==> src/shared/rcs_pkg.sv <==
// Constants and types for the serial register control slave
// Function
// Boot sequence runs after power-on, hardware or software reset.
// Host withholds register writes until the boot sequence is finished.
// Register access works with or without the core system clock running.
// Host observes extra limits at slow system clock or high addresses.
// Port has serial out, serial in, serial clock and active-low select.
// Output bit launched on falling clock edge if select bit 0, rising if 1.
// Drive strength bit (default 8 mA) and pull-down enable (default off).
// On writes the host drives serial input for the whole transfer.
// On reads serial input is ignored once the address is received.
// Output driven only while sending read data; otherwise high impedance.
// Addresses are 31 bits and data words are 32 bits.
// Each frame holds a read/write bit and a 32-bit padding phase.
// Continuous mode increments address after each word while selected.
// Each further word in continuous mode takes exactly 32 clocks.
// Select low is asserted; frame starts on fall, ends on rise.
// Order: rw, address, padding, data; MSB first; host samples opposite edge.
// Select rising mid-word discards the partial word; no partial write.
package rcs_pkg;

  // ----------------------------------------
  // Field sizes
  // ----------------------------------------
  localparam int ADDR_W = 31;
  localparam int DATA_W = 32;
  localparam int PAD_BITS = 32;
  localparam logic [4:0] LAST_BIT = 5'h1f;

  // ----------------------------------------
  // Local configuration registers
  // ----------------------------------------
  localparam logic [30:0] OFF_LAUNCH_EDGE = 31'h0000_0090;
  localparam logic [30:0] OFF_PAD_CFG = 31'h0000_1004;
  localparam int LAUNCH_EDGE_BIT = 0;
  localparam int DRIVE_STR_BIT = 8;
  localparam int PULLDOWN_BIT = 7;
  localparam logic LAUNCH_EDGE_RST = 1'b0;
  localparam logic DRIVE_STR_RST = 1'b1;
  localparam logic PULLDOWN_RST = 1'b0;

  // ----------------------------------------
  // Boot and frame state
  // ----------------------------------------
  localparam int BOOT_CYCLES_DEF = 256;

  typedef enum logic [1:0] {
    RCS_IDLE,
    RCS_CMD,
    RCS_PAD,
    RCS_DATA
  } rcs_phase_t;

endpackage

==> src/logic/rcs_slave.sv <==
// Serial register control slave, device side
`timescale 1ns/1ps
`default_nettype none

module rcs_slave #(
  parameter int BOOT_CYCLES = rcs_pkg::BOOT_CYCLES_DEF
) (
  input wire logic sys_clk,
  input wire logic rst_n,
  input wire logic sw_reset,
  input wire logic port_select_n,
  input wire logic port_serial_clock,
  input wire logic port_serial_in,
  output logic port_serial_out,
  output logic port_serial_out_oe_n,
  output logic out_launch_edge_sel,
  output logic out_drive_strength_sel,
  output logic out_pulldown_en,
  output logic boot_busy,
  output logic reg_wr_stb,
  output logic reg_rd_stb,
  output logic [30:0] reg_addr,
  output logic [31:0] reg_wdata,
  input wire logic [31:0] reg_rdata
);

  // ----------------------------------------
  // Parameter check
  // ----------------------------------------
  localparam int BW = (BOOT_CYCLES > 1) ? $clog2(BOOT_CYCLES) : 1;
  localparam logic [BW-1:0] BOOT_LAST = BW'(BOOT_CYCLES - 1);

  if (BOOT_CYCLES < 2 || BOOT_CYCLES > 65536) begin : g_bad_boot
    $error("BOOT_CYCLES out of range");
  end

  // ----------------------------------------
  // State
  // ----------------------------------------
  typedef struct packed {
    logic sck_m;
    logic sck_s;
    logic sck_p;
    logic ss_m;
    logic ss_s;
    logic mosi_m;
    logic mosi_s;
    rcs_pkg::rcs_phase_t st;
    logic [4:0] cnt;
    logic rw;
    logic [30:0] addr;
    logic [31:0] rx;
    logic [31:0] tx;
    logic [31:0] rdbuf;
    logic rd_pend;
    logic rd_take;
    logic [30:0] raddr;
    logic [31:0] wdata;
    logic wr_stb;
    logic rd_stb;
    logic loc_edge;
    logic loc_drv;
    logic loc_pd;
    logic so;
    logic so_oe_n;
    logic [BW-1:0] boot_cnt;
    logic boot_busy;
  } rcs_state_t;

  rcs_state_t q;
  rcs_state_t d;

  // Local registers answer from here; the rest comes from the core map
  function automatic logic [31:0] read_mux(input logic [30:0] a, input logic [31:0] ext,
                                           input logic edge_sel, input logic drv,
                                           input logic pd);
    logic [31:0] v;
    v = '0;
    if (a == rcs_pkg::OFF_LAUNCH_EDGE) begin
      v[rcs_pkg::LAUNCH_EDGE_BIT] = edge_sel;
    end else if (a == rcs_pkg::OFF_PAD_CFG) begin
      v[rcs_pkg::DRIVE_STR_BIT] = drv;
      v[rcs_pkg::PULLDOWN_BIT] = pd;
    end else begin
      v = ext;
    end
    return v;
  endfunction

  // ----------------------------------------
  // Next state
  // ----------------------------------------
  logic rise;
  logic fall;
  logic [31:0] word;

  always_comb begin
    d = q;
    d.wr_stb = 1'b0;
    d.rd_stb = 1'b0;
    // Pins cross into sys_clk through two flops; the clock also keeps a third for edge detection
    d.sck_m = port_serial_clock;
    d.sck_s = q.sck_m;
    d.sck_p = q.sck_s;
    d.ss_m = port_select_n;
    d.ss_s = q.ss_m;
    d.mosi_m = port_serial_in;
    d.mosi_s = q.mosi_m;
    rise = q.sck_s & ~q.sck_p;
    fall = ~q.sck_s & q.sck_p;
    word = {q.rx[30:0], q.mosi_s};

    // Boot counter restarts on any reset
    if (q.boot_busy) begin
      d.boot_cnt = q.boot_cnt + 1'b1;
      if (q.boot_cnt == BOOT_LAST) begin
        d.boot_busy = 1'b0;
      end
    end

    // Core answers in the cycle after the strobe; take it at that cycle's end
    d.rd_take = q.rd_pend;
    if (q.rd_pend) begin
      d.rd_pend = 1'b0;
    end
    if (q.rd_take) begin
      d.rdbuf = read_mux(q.raddr, reg_rdata, q.loc_edge, q.loc_drv, q.loc_pd);
    end

    if (q.ss_s) begin
      // Frame over: partial word dropped, output released
      d.st = rcs_pkg::RCS_IDLE;
      d.so = 1'b0;
      d.so_oe_n = 1'b1;
    end else begin
      unique case (q.st)
        rcs_pkg::RCS_IDLE: begin
          d.st = rcs_pkg::RCS_CMD;
          d.cnt = '0;
        end
        rcs_pkg::RCS_CMD: begin
          if (rise) begin
            d.rx = word;
            d.cnt = q.cnt + 1'b1;
            if (q.cnt == rcs_pkg::LAST_BIT) begin
              d.rw = word[31];
              d.addr = word[30:0];
              d.st = rcs_pkg::RCS_PAD;
              if (word[31]) begin
                // Padding phase leaves time to fetch the first word
                d.raddr = word[30:0];
                d.rd_stb = 1'b1;
                d.rd_pend = 1'b1;
              end
            end
          end
        end
        rcs_pkg::RCS_PAD: begin
          if (rise) begin
            d.cnt = q.cnt + 1'b1;
            if (q.cnt == rcs_pkg::LAST_BIT) begin
              d.st = rcs_pkg::RCS_DATA;
              if (q.rw) begin
                d.tx = q.rdbuf;
                d.raddr = q.addr + 1'b1;
                d.rd_stb = 1'b1;
                d.rd_pend = 1'b1;
              end
            end
          end
        end
        rcs_pkg::RCS_DATA: begin
          if (rise) begin
            d.cnt = q.cnt + 1'b1;
            if (!q.rw) begin
              d.rx = word;
            end
            // Read frames never sample the input past the address
            if (q.rw && q.loc_edge) begin
              d.so = q.tx[31];
              d.tx = {q.tx[30:0], 1'b0};
              d.so_oe_n = 1'b0;
            end
            if (q.cnt == rcs_pkg::LAST_BIT) begin
              d.addr = q.addr + 1'b1;
              if (q.rw) begin
                // Next word was prefetched during the current one
                d.tx = q.rdbuf;
                d.raddr = q.addr + 31'h2;
                d.rd_stb = 1'b1;
                d.rd_pend = 1'b1;
              end else if (q.addr == rcs_pkg::OFF_LAUNCH_EDGE) begin
                // Whole word only; writes during boot are the host's risk
                d.loc_edge = word[rcs_pkg::LAUNCH_EDGE_BIT];
              end else if (q.addr == rcs_pkg::OFF_PAD_CFG) begin
                d.loc_drv = word[rcs_pkg::DRIVE_STR_BIT];
                d.loc_pd = word[rcs_pkg::PULLDOWN_BIT];
              end else begin
                d.raddr = q.addr;
                d.wdata = word;
                d.wr_stb = 1'b1;
              end
            end
          end
          if (fall && q.rw && !q.loc_edge) begin
            d.so = q.tx[31];
            d.tx = {q.tx[30:0], 1'b0};
            d.so_oe_n = 1'b0;
          end
        end
      endcase
    end

    // Software reset restores configuration and reruns boot
    if (sw_reset) begin
      d.loc_edge = rcs_pkg::LAUNCH_EDGE_RST;
      d.loc_drv = rcs_pkg::DRIVE_STR_RST;
      d.loc_pd = rcs_pkg::PULLDOWN_RST;
      d.boot_cnt = '0;
      d.boot_busy = 1'b1;
    end
  end

  // ----------------------------------------
  // Registers
  // ----------------------------------------
  // Nothing here waits on the core system clock enable
  always_ff @(posedge sys_clk) begin
    if (!rst_n) begin
      q <= '0;
      q.sck_m <= 1'b0;
      q.ss_m <= 1'b1;
      q.ss_s <= 1'b1;
      q.st <= rcs_pkg::RCS_IDLE;
      q.loc_edge <= rcs_pkg::LAUNCH_EDGE_RST;
      q.loc_drv <= rcs_pkg::DRIVE_STR_RST;
      q.loc_pd <= rcs_pkg::PULLDOWN_RST;
      q.so_oe_n <= 1'b1;
      q.boot_busy <= 1'b1;
    end else begin
      q <= d;
    end
  end

  // ----------------------------------------
  // Outputs
  // ----------------------------------------
  assign port_serial_out = q.so;
  assign port_serial_out_oe_n = q.so_oe_n;
  assign out_launch_edge_sel = q.loc_edge;
  assign out_drive_strength_sel = q.loc_drv;
  assign out_pulldown_en = q.loc_pd;
  assign boot_busy = q.boot_busy;
  assign reg_wr_stb = q.wr_stb;
  assign reg_rd_stb = q.rd_stb;
  assign reg_addr = q.raddr;
  assign reg_wdata = q.wdata;

endmodule

`default_nettype wire

==> config.mk <==
export PLATFORM = sky130hd
export DESIGN_NAME = rcs_slave
export DESIGN_NICKNAME = d
export VERILOG_FILES = /design/src/shared/rcs_pkg.sv /design/src/logic/rcs_slave.sv
export SDC_FILE = /design/constraint.sdc
export NUM_CORES = 1
export LEC_CHECK = 0
export ABC_AREA = 1
export BUFFER_PORTS_ARGS = -buffer_cell sky130_fd_sc_hd__buf_4
export CAP_MARGIN = 25
export CORE_MARGIN = 2
export CORE_UTILIZATION = 60
export CTS_BUF_LIST = sky130_fd_sc_hd__clkbuf_16
export CTS_CLUSTER_SIZE = 30
export DETAILED_ROUTE_END_ITERATION = 12
export PLACE_DENSITY = 0.8
export SETUP_SLACK_MARGIN = 0.1
export SLEW_MARGIN = 20
export SYNTH_ARGS = -nofsm -noshare
export SYNTH_HDL_FRONTEND = slang
export SYNTH_SLANG_ARGS = --single-unit
==> constraint.sdc <==
create_clock -name sys_clk -period 6.05 [get_ports sys_clk]
set_input_delay 0.605 -clock sys_clk [delete_from_list [all_inputs] [get_ports sys_clk]]
set_output_delay 0.605 -clock sys_clk [all_outputs]
set_load 0.1 [all_outputs]
==> results of run 1 <==
routing by layer:
metal	wire, µm	vias up
met5	0	-
met4	2230	0
met3	2510	130
met2	15900	567
met1	12900	5421
li1	-	5932
kinds of logic (layout without fill, tap and decap cells):
family	count (synthesis)	in the layout	synth area share (%)
and+or+nand+nor	853	853	30.4
AOI/OAI and AO/OA	388	388	16.9
buffers and inverters	344	348	13.4
DFF	222	222	36.4
xor gates and xnor gates	21	21	1.51
adders and majority gates	13	13	1.33
power groups by stage:
stage / Sequential (W) / Clock, W / Combinational [W]
floorplan: 0.00150 / 0 / 0.0000509
global placement: 0.00150 / 0 / 0.0000796
detailed placement: 0.00150 / 0 / 0.0000809
CTS: 0.00147 / 0.00163 / 0.0000813
global route: 0.00147 / 0.00169 / 0.0000905
finish: 0.00147 / 0.00161 / 0.0000827
cell usage after synthesis (4+ instances only):
library cell	n	area, µm²
nand3b_1	26	195
nand2_1	438	1640
buf_1	12	45.0
a31oi_1	35	219
nor2_2	11	68.8
buf_6	9	101
o21ai_0	119	596
a211oi_1	13	97.6
o21ai_1	5	25.0
dfxtp_1	222	4440
a21oi_1	202	1010
xor2_1	20	175
inv_2	9	33.8
nand4_1	12	75.1
nand3_1	200	1000
nor2_1	140	526
buf_4	67	503
nand2_2	4	25.0
clkbuf_1	58	218
buf_2	17	85.1
nor3_1	10	50.1
inv_1	169	634
ha_1	13	163
critical path: stages (launching register included):
cell and delay, ns:
dfxtp_1 0.43, ha_2 0.67, nor2_1 0.10, buf_4 0.28, nor2_1 0.12, o211a_1 0.76, nand2_1 0.87, nand2_1 0.28
a31oi_1 0.11
metrics by stage:
step	setup slack, ns	hold slack [ns]	instances	area, µm²	power [W]
floorplan	4.00	0.390	1841	12200	0.00155
global placement	2.47	0.396	2066	12500	0.00158
detailed placement	2.40	0.400	2067	12500	0.00158
CTS	2.37	0.252	2111	13400	0.00318
global route	2.09	0.269	2115	13500	0.00325
finish	2.29	0.262	2115	13500	0.00316
final cells by class:
cell class / instances / area [µm²] / share of cell area (%)
clock inverter: 19 / 246 / 1.83
timing repair buffer: 123 / 975 / 7.24
tap: 270 / 338 / 2.51
clock buffer: 25 / 626 / 4.65
inverter: 181 / 682 / 5.07
sequential: 222 / 4440 / 33.0
multi-input combinational: 1275 / 6150 / 45.7
path summary, 6_finish.rpt:
kind / startpoint / end / slack, ns / cells after the start
worst max register to register: q[214] / q[138] / 2.29 / 8
worst min-delay path: port_serial_in / d[216] / 0.26 / 3
worst min register to register: d[216] / q[216] / 0.41 / 2
worst max-delay path: q[214] / q[138] / 2.29 / 8
sequential cells by signal (all words and copies together) (netlist names):
| register | cells |
|---|---|
| boot_busy | 1 |
| d | 5 |
| out_drive_strength_sel | 1 |
| out_launch_edge_sel | 1 |
| out_pulldown_en | 1 |
| port_serial_out | 1 |
| port_serial_out_oe_n | 1 |
| q | 146 |
| reg_addr | 31 |
| reg_rd_stb | 1 |
| reg_wdata | 32 |
| reg_wr_stb | 1 |
==> metrics list, run 1 <==
- After the first detailed-routing iteration, the DRC count stood at 1022.
* Total routed wirelength: 33.5 mm
- The count of nets left with antenna violations once routing finished came out at 0.
* Data arrival at the endpoint of the critical path: 4.16 ns
- The worst-case IR drop observed on VDD is 235 µV.
- Path type of the worst min-delay path: in -> reg
- For this design, the CTS-stage hold fixing added 0 buffers.
- Cell internal power was estimated by the tool at 0.00250 W.
- Clock-pin slew was measured on the worst setup and hold paths at 0.06 ns.
* GR Util met2: 51.7%
* Count of state elements after synthesis: 222
- Of the total power, registers draw 46.4%.
- In this run the static leakage power is 5.25 nW.
* Layout Area Growth over Synthesis: 10.3%
- Routed length per instance: 15.9 µm
- In this run, CTS created clock tree buffers numbering 24.
* Sw Ratio: 21.1%
* Cell row count: 52
* Antenna diode count: 0
- After layout, the minimum clock period comes to 3.76 ns.
- At the end of the flow, the number of nets in the layout was 1878.
- Using the TritonRoute via totals, the vias-per-cell ratio works out to 5.70.
- CTS placed an instance of clkbuf_16 at the clock tree root.
- All-layer global routing usage: 30.3%
- Req. time, crit path: 6.45 ns
- Part of the total power dissipated in combinational logic: 2.6%
- H-tree levels: 1
* M1 GR Usage: 36.0%
- Result of the run: finished clean
- STA classifies the critical path startpoint as a register.
* Finish-stage setup viols: 0
* Via count of the first global-routing pass: 11200
- 109 I/O pins were placed.
- The number of nets handed over by synthesis was 1892.
* DRC viols: 0
* Critical path start-end classification: reg -> reg
* Routability congestion estimate: 1.03
- In the finished design, the share of the clock period the worst path needs comes to 62.2%.
- CTS max path bufs: 3
- In this run, the clock network consumes 50.9% of the power.
- TritonCTS built the clock tree.
- After global routing the overflow that remains totals 0.
* Post-cts repair resize count: 0
- For this run, global-route usage on met3 was measured as 4.06%.
- Maximum fanout along the worst path: 35
- Number of sinks on the clock net: 222
* Die Y: 147 µm
- Area of the die: 21500 µm²
- Yosys printed 0 warnings.
- Distinct cells, synth: 42
- Summed over all nets, the switching power comes to 0.000667 W.
- Cell count after synthesis: 1841
- Clk_lat worst skew: 0.53 ns
- Based on the critical path, the design can be clocked at up to 0.266 GHz.
* Starting density of the core: 60.7%
- Hold Violations, Final: 0
* Horizontal die dimension: 147 µm
- Setup bufs post-CTS: 0
- Number of slew-limit violations in the final report: 0
- Max Cap Viol: 0
- Counting the fill cells in the layout gives 1796.
* Setup TNS: 0 ns
* Commonest register cell after synthesis: dfxtp_1
* Overall via count from detail_route: 12100
- Commonest non-fill, non-tap cell in the layout: nand2_1
- The region available for standard cell placement spans 20100 µm².
- CP endpoint kind: register
- Power spread over the standard cell area amounts to 235 nW/µm².
- Post-DP HPWL: 22.5 mm
* Post-synthesis area per instance: 6.62 µm²
- In this run, synthesis inferred 0 flip-flops with an integrated enable.
- Top Usage Layer GRT: met2
- Maximum clock skew at final layout: 0.0103 ns
* Post-synthesis instance area: 12200 µm²
- The first global-routing pass estimated 54.1 mm of wire.
- At the pin with the least slew margin, the transition time is 0.993 ns.
* Sequential share of the synthesized area: 36.4%
* Asr flop ratio synth: 0%
* Buffers added on ports: 108
* Layout cell share with drive strength beyond 1: 11.0%
- Post-route core utilization: 66.9%
- Setup repair after global routing left no endpoint under its margin.
- Most used cells in the layout excluding fill and tap cells: nand2_1 (437), dfxtp_1 (222), a21oi_1 (202)
- Initial antenna violation count: 0
- Entering global routing, the biggest net connects 102 pins.
- In this run the tightest slew margin relative to its limit is 33.7%.
* Number of detailed-route iterations in the first pass: 6
Power figures use the tool's default switching activity.
==> run 2: changes to the inputs <==
Clock period 6.05 ns to 3.6 ns, I/O delays scaled along.
==> run 2 against run 1 <==
- via count up 0.34%
- global-route usage increased by 0.56 points
- hold slack got worse by 0.25 ns
- clock skew is 0.0065 ns higher
- setup slack worse by 1.5 ns
- clock power rose by 43%
- non-clock buffer count up 9
- combinational power rose by 73%
- critical endpoint is now reg_wdata[6]
- largest cell class unchanged
==> metrics list, run 2 (synthesis results as in run 1) <==
- The antenna diode count was 0 (unchanged).
- Slack of the worst reg-to-reg path: 0.81 ns (was 2.29 ns)
- Unrepaired setup endpoints after global routing: no (unchanged)
- Clk_lat worst skew: 0.54 ns (was 0.53 ns)
- The post-layout utilization of the core came to 66.5% (was 66.9%).
- The placer congestion estimate was 1.02 (was 1.03).
- The post-cts sizing count was 0 (unchanged).
* Switching Power: 0.00112 W (was 0.000667 W)
* Post-layout nets: 1887 (was 1878)
* Cell row count: 52 (unchanged)
- The part of the total power dissipated in the clock network is 46.9% (was 50.9%).
* Initial antenna violation count: 0 (unchanged)
- The most common cell after layout, fill and taps aside is nand2_1 (unchanged).
- The worst slew margin relative to its limit came to 47.6% (was 33.7%).
- The count of final setup violators was 0 (unchanged).
- Worst R2R End: reg_wdata[6] (was q[138])
- The leakage power of the design came to 5.21 nW (was 5.25 nW).
- Routed length per instance: 16.1 µm (was 15.9 µm)
- The instance count along the most critical hold path was 3 (unchanged).
* Buffers added on ports: 108 (unchanged)
- Remaining antenna violation count: 0 (unchanged)
- Hold Crit Endpoint: d[216] (unchanged)
* Hold-fix buffer count after cts: 0 (unchanged)
* Horizontal die dimension: 147 µm (unchanged)
- Overflow after GRT: 0 (unchanged)
* Number of slew-limit violations in the final report: 0 (unchanged)
* Flip-flop count of the largest register after layout: 146 (unchanged)
* Result of the run: finished clean (unchanged)
- The number of remaining DRC errors came to 0 (unchanged).
- Final period util: 77.6% (was 62.2%)
* Critical path start-end classification: reg -> reg (unchanged)
- Setup bufs post-CTS: 0 (unchanged)
- Setup TNS: 0 ns (unchanged)
- The switching share of total power came to 22.8% (was 21.1%).
- The kind of capture point of the worst setup path is a register (unchanged).
- The number of buffers between clock root and the deepest sink was 3 (unchanged).
- The highest attainable clock frequency came to 0.358 GHz (was 0.266 GHz).
* Clock-pin slew on the worst setup and hold paths: 0.06 ns (about the same)
* Die Y: 147 µm (unchanged)
- Clock buffer count from CTS: 24 (unchanged)
* Req. time, crit path: 4.01 ns (was 6.45 ns)
- Most used cells in the layout excluding fill and tap cells: nand2_1 (437), dfxtp_1 (222), a21oi_1 (202) (unchanged)
- Peak supply drop: 355 µV (was 235 µV)
- The number of non-filler instances in the completed layout came to 2122 (was 2115).
- The boundary pin count came to 109 (unchanged).
- The endpoint arrival time on the critical path is 3.20 ns (was 4.16 ns).
- Area of the core: 20100 µm² (unchanged)
- The largest fanout on the critical path came to 33 (was 35).
* Area of the die: 21500 µm² (unchanged)
- H-tree levels: 1 (unchanged)
- Overall via count from detail_route: 12100 (about the same)
- The start point of the worst hold path is port_serial_in (unchanged).
- The slew at the pin with the worst max-slew slack came to 0.783 ns (was 0.993 ns).
* Post-DP HPWL: 23.3 mm (was 22.5 mm)
- Minimum clock period after layout: 2.79 ns (was 3.76 ns)
* Via count of the first global-routing pass: 11000 (was 11200)
* Number of sinks on the clock net: 222 (unchanged)
- The cell-internal power was 0.00380 W (was 0.00250 W).
- The area added between synthesis and finish is 9.63% (was 10.3%).
- The global-route wire length before repair came to 54.7 mm (was 54.1 mm).
- Worst-case reg-to-reg path depth: 12 (was 8)
* Total routed wirelength: 34.1 mm (was 33.5 mm)
- The pin count of the biggest net entering global routing came to 80 (was 102).
- Power per unit of standard cell area: 368 nW/µm² (was 235 nW/µm²)
- Clock tree from TritonCTS: yes (unchanged)
- The combinational share of power came to 2.9% (was 2.6%).
- The number of hold-slack violations in the final timing report is 0 (unchanged).
- CTS root buffer: clkbuf_16 (unchanged)
- The fraction of final layout cells sized beyond drive strength 1 was 11.3% (was 11.0%).
- The total placed cells including tap cells came to 2078 (was 2067).
- The sequential share of power was 50.2% (was 46.4%).
- The overall global routing resource usage was 30.8% (was 30.3%).
* 1st-iter DRT viols: 1034 (was 1022)
* Startpoint kind of the worst setup timing path: register (unchanged)
- The starting density of the core came to 60.7% (unchanged).
- RR Startpoint: q[209] (was q[214])
* Maximum clock skew at final layout: 0.0168 ns (was 0.0103 ns)
- Count of filler cells inserted in the layout: 1814 (was 1796)
* Number of detailed-route iterations in the first pass: 6 (unchanged)
* Largest Register: q (unchanged)
- Max Cap Viol: 0 (unchanged)
* Post-detailed-route via-to-cell ratio: 5.70 (about the same)
- Path type of the worst min-delay path: in -> reg (unchanged)
## run 2: cell type report
| cell class | instances | area [µm²] | share of cell area [%] |
|---|---|---|---|
| tap | 270 | 338 | 2.53 |
| clock buffer | 24 | 601 | 4.49 |
| inverter | 181 | 682 | 5.10 |
| sequential | 222 | 4440 | 33.2 |
| multi-input combinational | 1275 | 6140 | 45.9 |
| timing repair buffer | 132 | 1040 | 7.77 |
| clock inverter | 18 | 126 | 0.945 |
## run 2: worst max-delay path: stages (launching register included)
cell and delay (ns):
dfxtp_1 0.37, ha_1 0.18, nand2_1 0.07, nor2_1 0.09, ha_1 0.28, inv_2 0.09, nor2_4 0.24, nand2_1 0.12
clkinv_1 0.10, nand3_2 0.44, buf_4 0.39, o21ai_0 0.21, a21oi_1 0.07
## run 2: worst max-delay path by stage
stage / slack [ns] / start / cells after the start / end
2_1_floorplan: 1.55 / boot_busy / 9 / q[8]
3_3_place_gp: 1.02 / q[209] / 12 / reg_wdata[23]
3_5_place_dp: 0.89 / q[209] / 12 / reg_wdata[4]
4_1_cts: 0.86 / q[209] / 12 / reg_wdata[4]
5_1_grt: 0.53 / q[209] / 12 / reg_wdata[7]
6_report: 0.81 / q[209] / 12 / reg_wdata[6]
## run 2: power groups by stage
stage	clock, W	combinational [W]	sequential (W)
6_report	0.00231	0.000143	0.00247
5_1_grt	0.00242	0.000156	0.00247
4_1_cts	0.00233	0.000140	0.00247
3_5_place_dp	0	0.000140	0.00252
3_3_place_gp	0	0.000135	0.00252
2_1_floorplan	0	0.0000856	0.00252
## run 2: layer usage
layer | global-route usage [%] | vias up | routed length (µm)
met1 | 38.8 | 5506 | 13700
met2 | 51.3 | 503 | 16000
met4 | 17.8 | 0 | 2140
met3 | 3.53 | 124 | 2290
li1 | - | 5958 | -
met5 | 0 | - | 0
## run 2: metrics by stage
stage	setup slack [ns]	power, W	instance area [µm²]	hold WS (ns)
finish	0.806	0.00492	13400	0.0133
global route	0.531	0.00505	13400	0.0226
CTS	0.865	0.00494	13300	0.00260
detailed placement	0.889	0.00266	12600	0.401
global placement	1.02	0.00266	12600	0.400
floorplan	1.55	0.00261	12200	0.390
==> run 3: changes to the inputs <==
Settings changed: CORE_UTILIZATION 60 to 54, PLACE_DENSITY 0.8 to 0.76.
Clock period 3.6 ns to 2.4 ns, I/O delays scaled along.
==> run 3 against run 2 <==
- final area increased by 4.7%
- register-to-register slack got worse by 0.60 ns
- wire length increased by 12%
- count of clock-buffer cells in the layout unchanged
- utilization decreased by 3.0 points
- setup slack got worse by 0.60 ns
- global-route usage increased by 0.71 points
- sequential power increased by 50%
- first-iteration DRC count decreased by 3.4%
- clock power increased by 55%
- largest power group unchanged
==> metrics list, run 3 (synthesis results as in run 1) <==
- Unrepaired setup endpoints after global routing: yes (was no)
* Result of the run: finished clean (unchanged)
- Buffers added on ports: 108 (unchanged)
- Die Y: 154 µm (was 147 µm)
- The highest attainable clock frequency was 0.456 GHz (was 0.358 GHz).
* Post-route core utilization: 63.5% (was 66.5%)
* Layout cell share with drive strength beyond 1: 12.6% (was 11.3%)
- The worst slew margin relative to its limit came to 56.0% (was 47.6%).
* Area of the die: 23800 µm² (was 21500 µm²)
* Worst-case reg-to-reg path depth: 9 (was 12)
- The clock sink count is 222 (unchanged).
* Commonest non-fill, non-tap cell in the layout: nand2_1 (unchanged)
- The post-route total power was 0.00753 W (was 0.00492 W).
- The core area was 22000 µm² (was 20100 µm²).
- 1st-iter DRT viols: 999 (was 1034)
- The global-route wire length before repair is 61.1 mm (was 54.7 mm).
- Final period util: 91.5% (was 77.6%)
- Clock tree from TritonCTS: yes (unchanged)
- The pin count of the biggest net entering global routing is 87 (was 80).
* Peak supply drop: 638 µV (was 355 µV)
* Power per unit of standard cell area: 538 nW/µm² (was 368 nW/µm²)
- The slew at the pin with the worst max-slew slack is 0.659 ns (was 0.783 ns).
- CTS root buffer: clkbuf_16 (unchanged)
- Number of detailed-route iterations in the first pass: 7 (was 6)
* Total routed wirelength: 38.2 mm (was 34.1 mm)
- The number of buffers between clock root and the deepest sink was 3 (unchanged).
- The largest fanout on the critical path came to 65 (was 33).
* Horizontal die dimension: 154 µm (was 147 µm)
* Routability congestion estimate: 1.03 (was 1.02)
- Overall via count from detail_route: 12500 (was 12100)
- Cell leakage power: 5.52 nW (was 5.21 nW)
* Req. time, crit path: 2.82 ns (was 4.01 ns)
* Routed length per instance: 17.4 µm (was 16.1 µm)
- The instance count along the most critical hold path was 4 (was 3).
- The clock insertion delay at the later pin of the skew report was 0.54 ns (about the same).
- H-tree levels: 1 (unchanged)
- Flip-flop count of the largest register after layout: 146 (unchanged)
* Finish-stage setup viols: 0 (unchanged)
* Clock buffer count from CTS: 24 (unchanged)
* Minimum clock period after layout: 2.20 ns (was 2.79 ns)
- Number of slew-limit violations in the final report: 0 (unchanged)
- All-layer global routing usage: 31.5% (was 30.8%)
- The area added between synthesis and finish came to 14.8% (was 9.63%).
- The startpoint-to-endpoint class of the critical path was reg -> reg (unchanged).
- Maximum clock skew at final layout: 0.0124 ns (was 0.0168 ns)
* Data arrival at the endpoint of the critical path: 2.61 ns (was 3.20 ns)
* DRC viols: 0 (unchanged)
- Slack of the worst reg-to-reg path: 0.20 ns (was 0.81 ns)
- Max Cap Viol: 0 (unchanged)
- Hold Violations, Final: 0 (unchanged)
- The final setup TNS is 0 ns (unchanged).
- The kind of capture point of the worst setup path is a register (unchanged).
- Overflow after GRT: 0 (unchanged)
- The detail-routed via count per cell came to 5.70 (about the same).
- Cell row count: 54 (was 52)
- The number of antenna-violating nets in the routed design came to 0 (unchanged).
- Most used cells in the layout excluding fill and tap cells: nand2_1 (437), dfxtp_1 (221), a21oi_1 (201) (was nand2_1 (437), dfxtp_1 (222), a21oi_1 (202))
- The antenna diode count was 0 (unchanged).
- Post-layout nets: 1947 (was 1887)
* Clock-pin slew on the worst setup and hold paths: 0.06 ns (about the same)
- The class of the tightest hold or removal check is in -> reg (unchanged).
- Number of top-level pins: 109 (unchanged)
- The nature of the critical path startpoint was a register (unchanged).
- Starting density of the core: 55.4% (was 60.7%)
- The number of global-route vias before repair came to 11700 (was 11000).
* Largest Register: q (unchanged)
- The half-perimeter wire length after placement was 26.5 mm (was 23.3 mm).
- The initial antenna violation count is 0 (unchanged).
==> run 3: cell types whose count changed in the layout (fill, tap and decap cells not counted), sizes merged <==
| cell | change |
|---|---|
| inv | -2 |
| dlygate4sd3 | +33 |
| buf | +25 |
| clkinvlp | -2 |
| nand2 | +2 |
| bufinv | +1 |
| clkinv | +2 |
==> run 3: path summary, 6_finish.rpt <==
path / end / startpoint
min: boot_busy / sw_reset
min reg2reg: q[218] / d[218]
max: reg_wdata[30] / q[214]
max reg2reg: reg_wdata[30] / q[214]
==> run 3: routing by layer <==
layer / up-vias / GRT usage, % / share of wire [%]
met5: - / 0 / 0
met4: 0 / 17.6 / 6.1
met3: 128 / 3.47 / 5.0
met2: 454 / 53.7 / 48
met1: 5824 / 39.0 / 41
li1: 6077 / - / -
==> run 3: worst max-delay path, stage by stage (launching register included) <==
cell and delay (ns):
dfxtp_1 0.44, ha_2 0.37, inv_2 0.08, nor3_4 0.28, nand2_1 0.15, clkinv_1 0.11
nand3_2 0.10, buf_12 0.18, o21ai_0 0.26, a21oi_1 0.06
==> run 3: layout make-up <==
cell class,instances,area [µm²]
clock buffer,24,601
clock inverter,17,139
fill,2022,8030
inverter,181,686
multi-input combinational,1277,6190
sequential,222,4450
tap,280,350
timing repair buffer,190,1580
==> run 3: repair_timing <==
item | 4_1_cts | 5_1_grt
hold buffers | 33 | 0
buffers inserted | 0 | 0
endpoints found under the hold margin | 33 | 0
gates resized for setup | 0 | 17
endpoints found under the setup margin | 0 | 75
==> run 3: power breakdown <==
group	switching [W]	internal, W
sequential	0.00000912	0.00370
clock	0.00154	0.00202
combinational	0.000154	0.000110
total	0.00171	0.00583
==> run 3: metrics by stage <==
step                      cells  cell area [µm²]  hold slack (ns)  worst slack (ns)
final                      2191            14000           0.0864             0.205
after global placement     2114            12800            0.393             0.218
after global routing       2191            14000           0.0908            0.0574
after CTS                  2189            13900           0.0702             0.197
after floorplan            1841            12200            0.338             0.349
after detailed placement   2115            12800            0.402             0.229
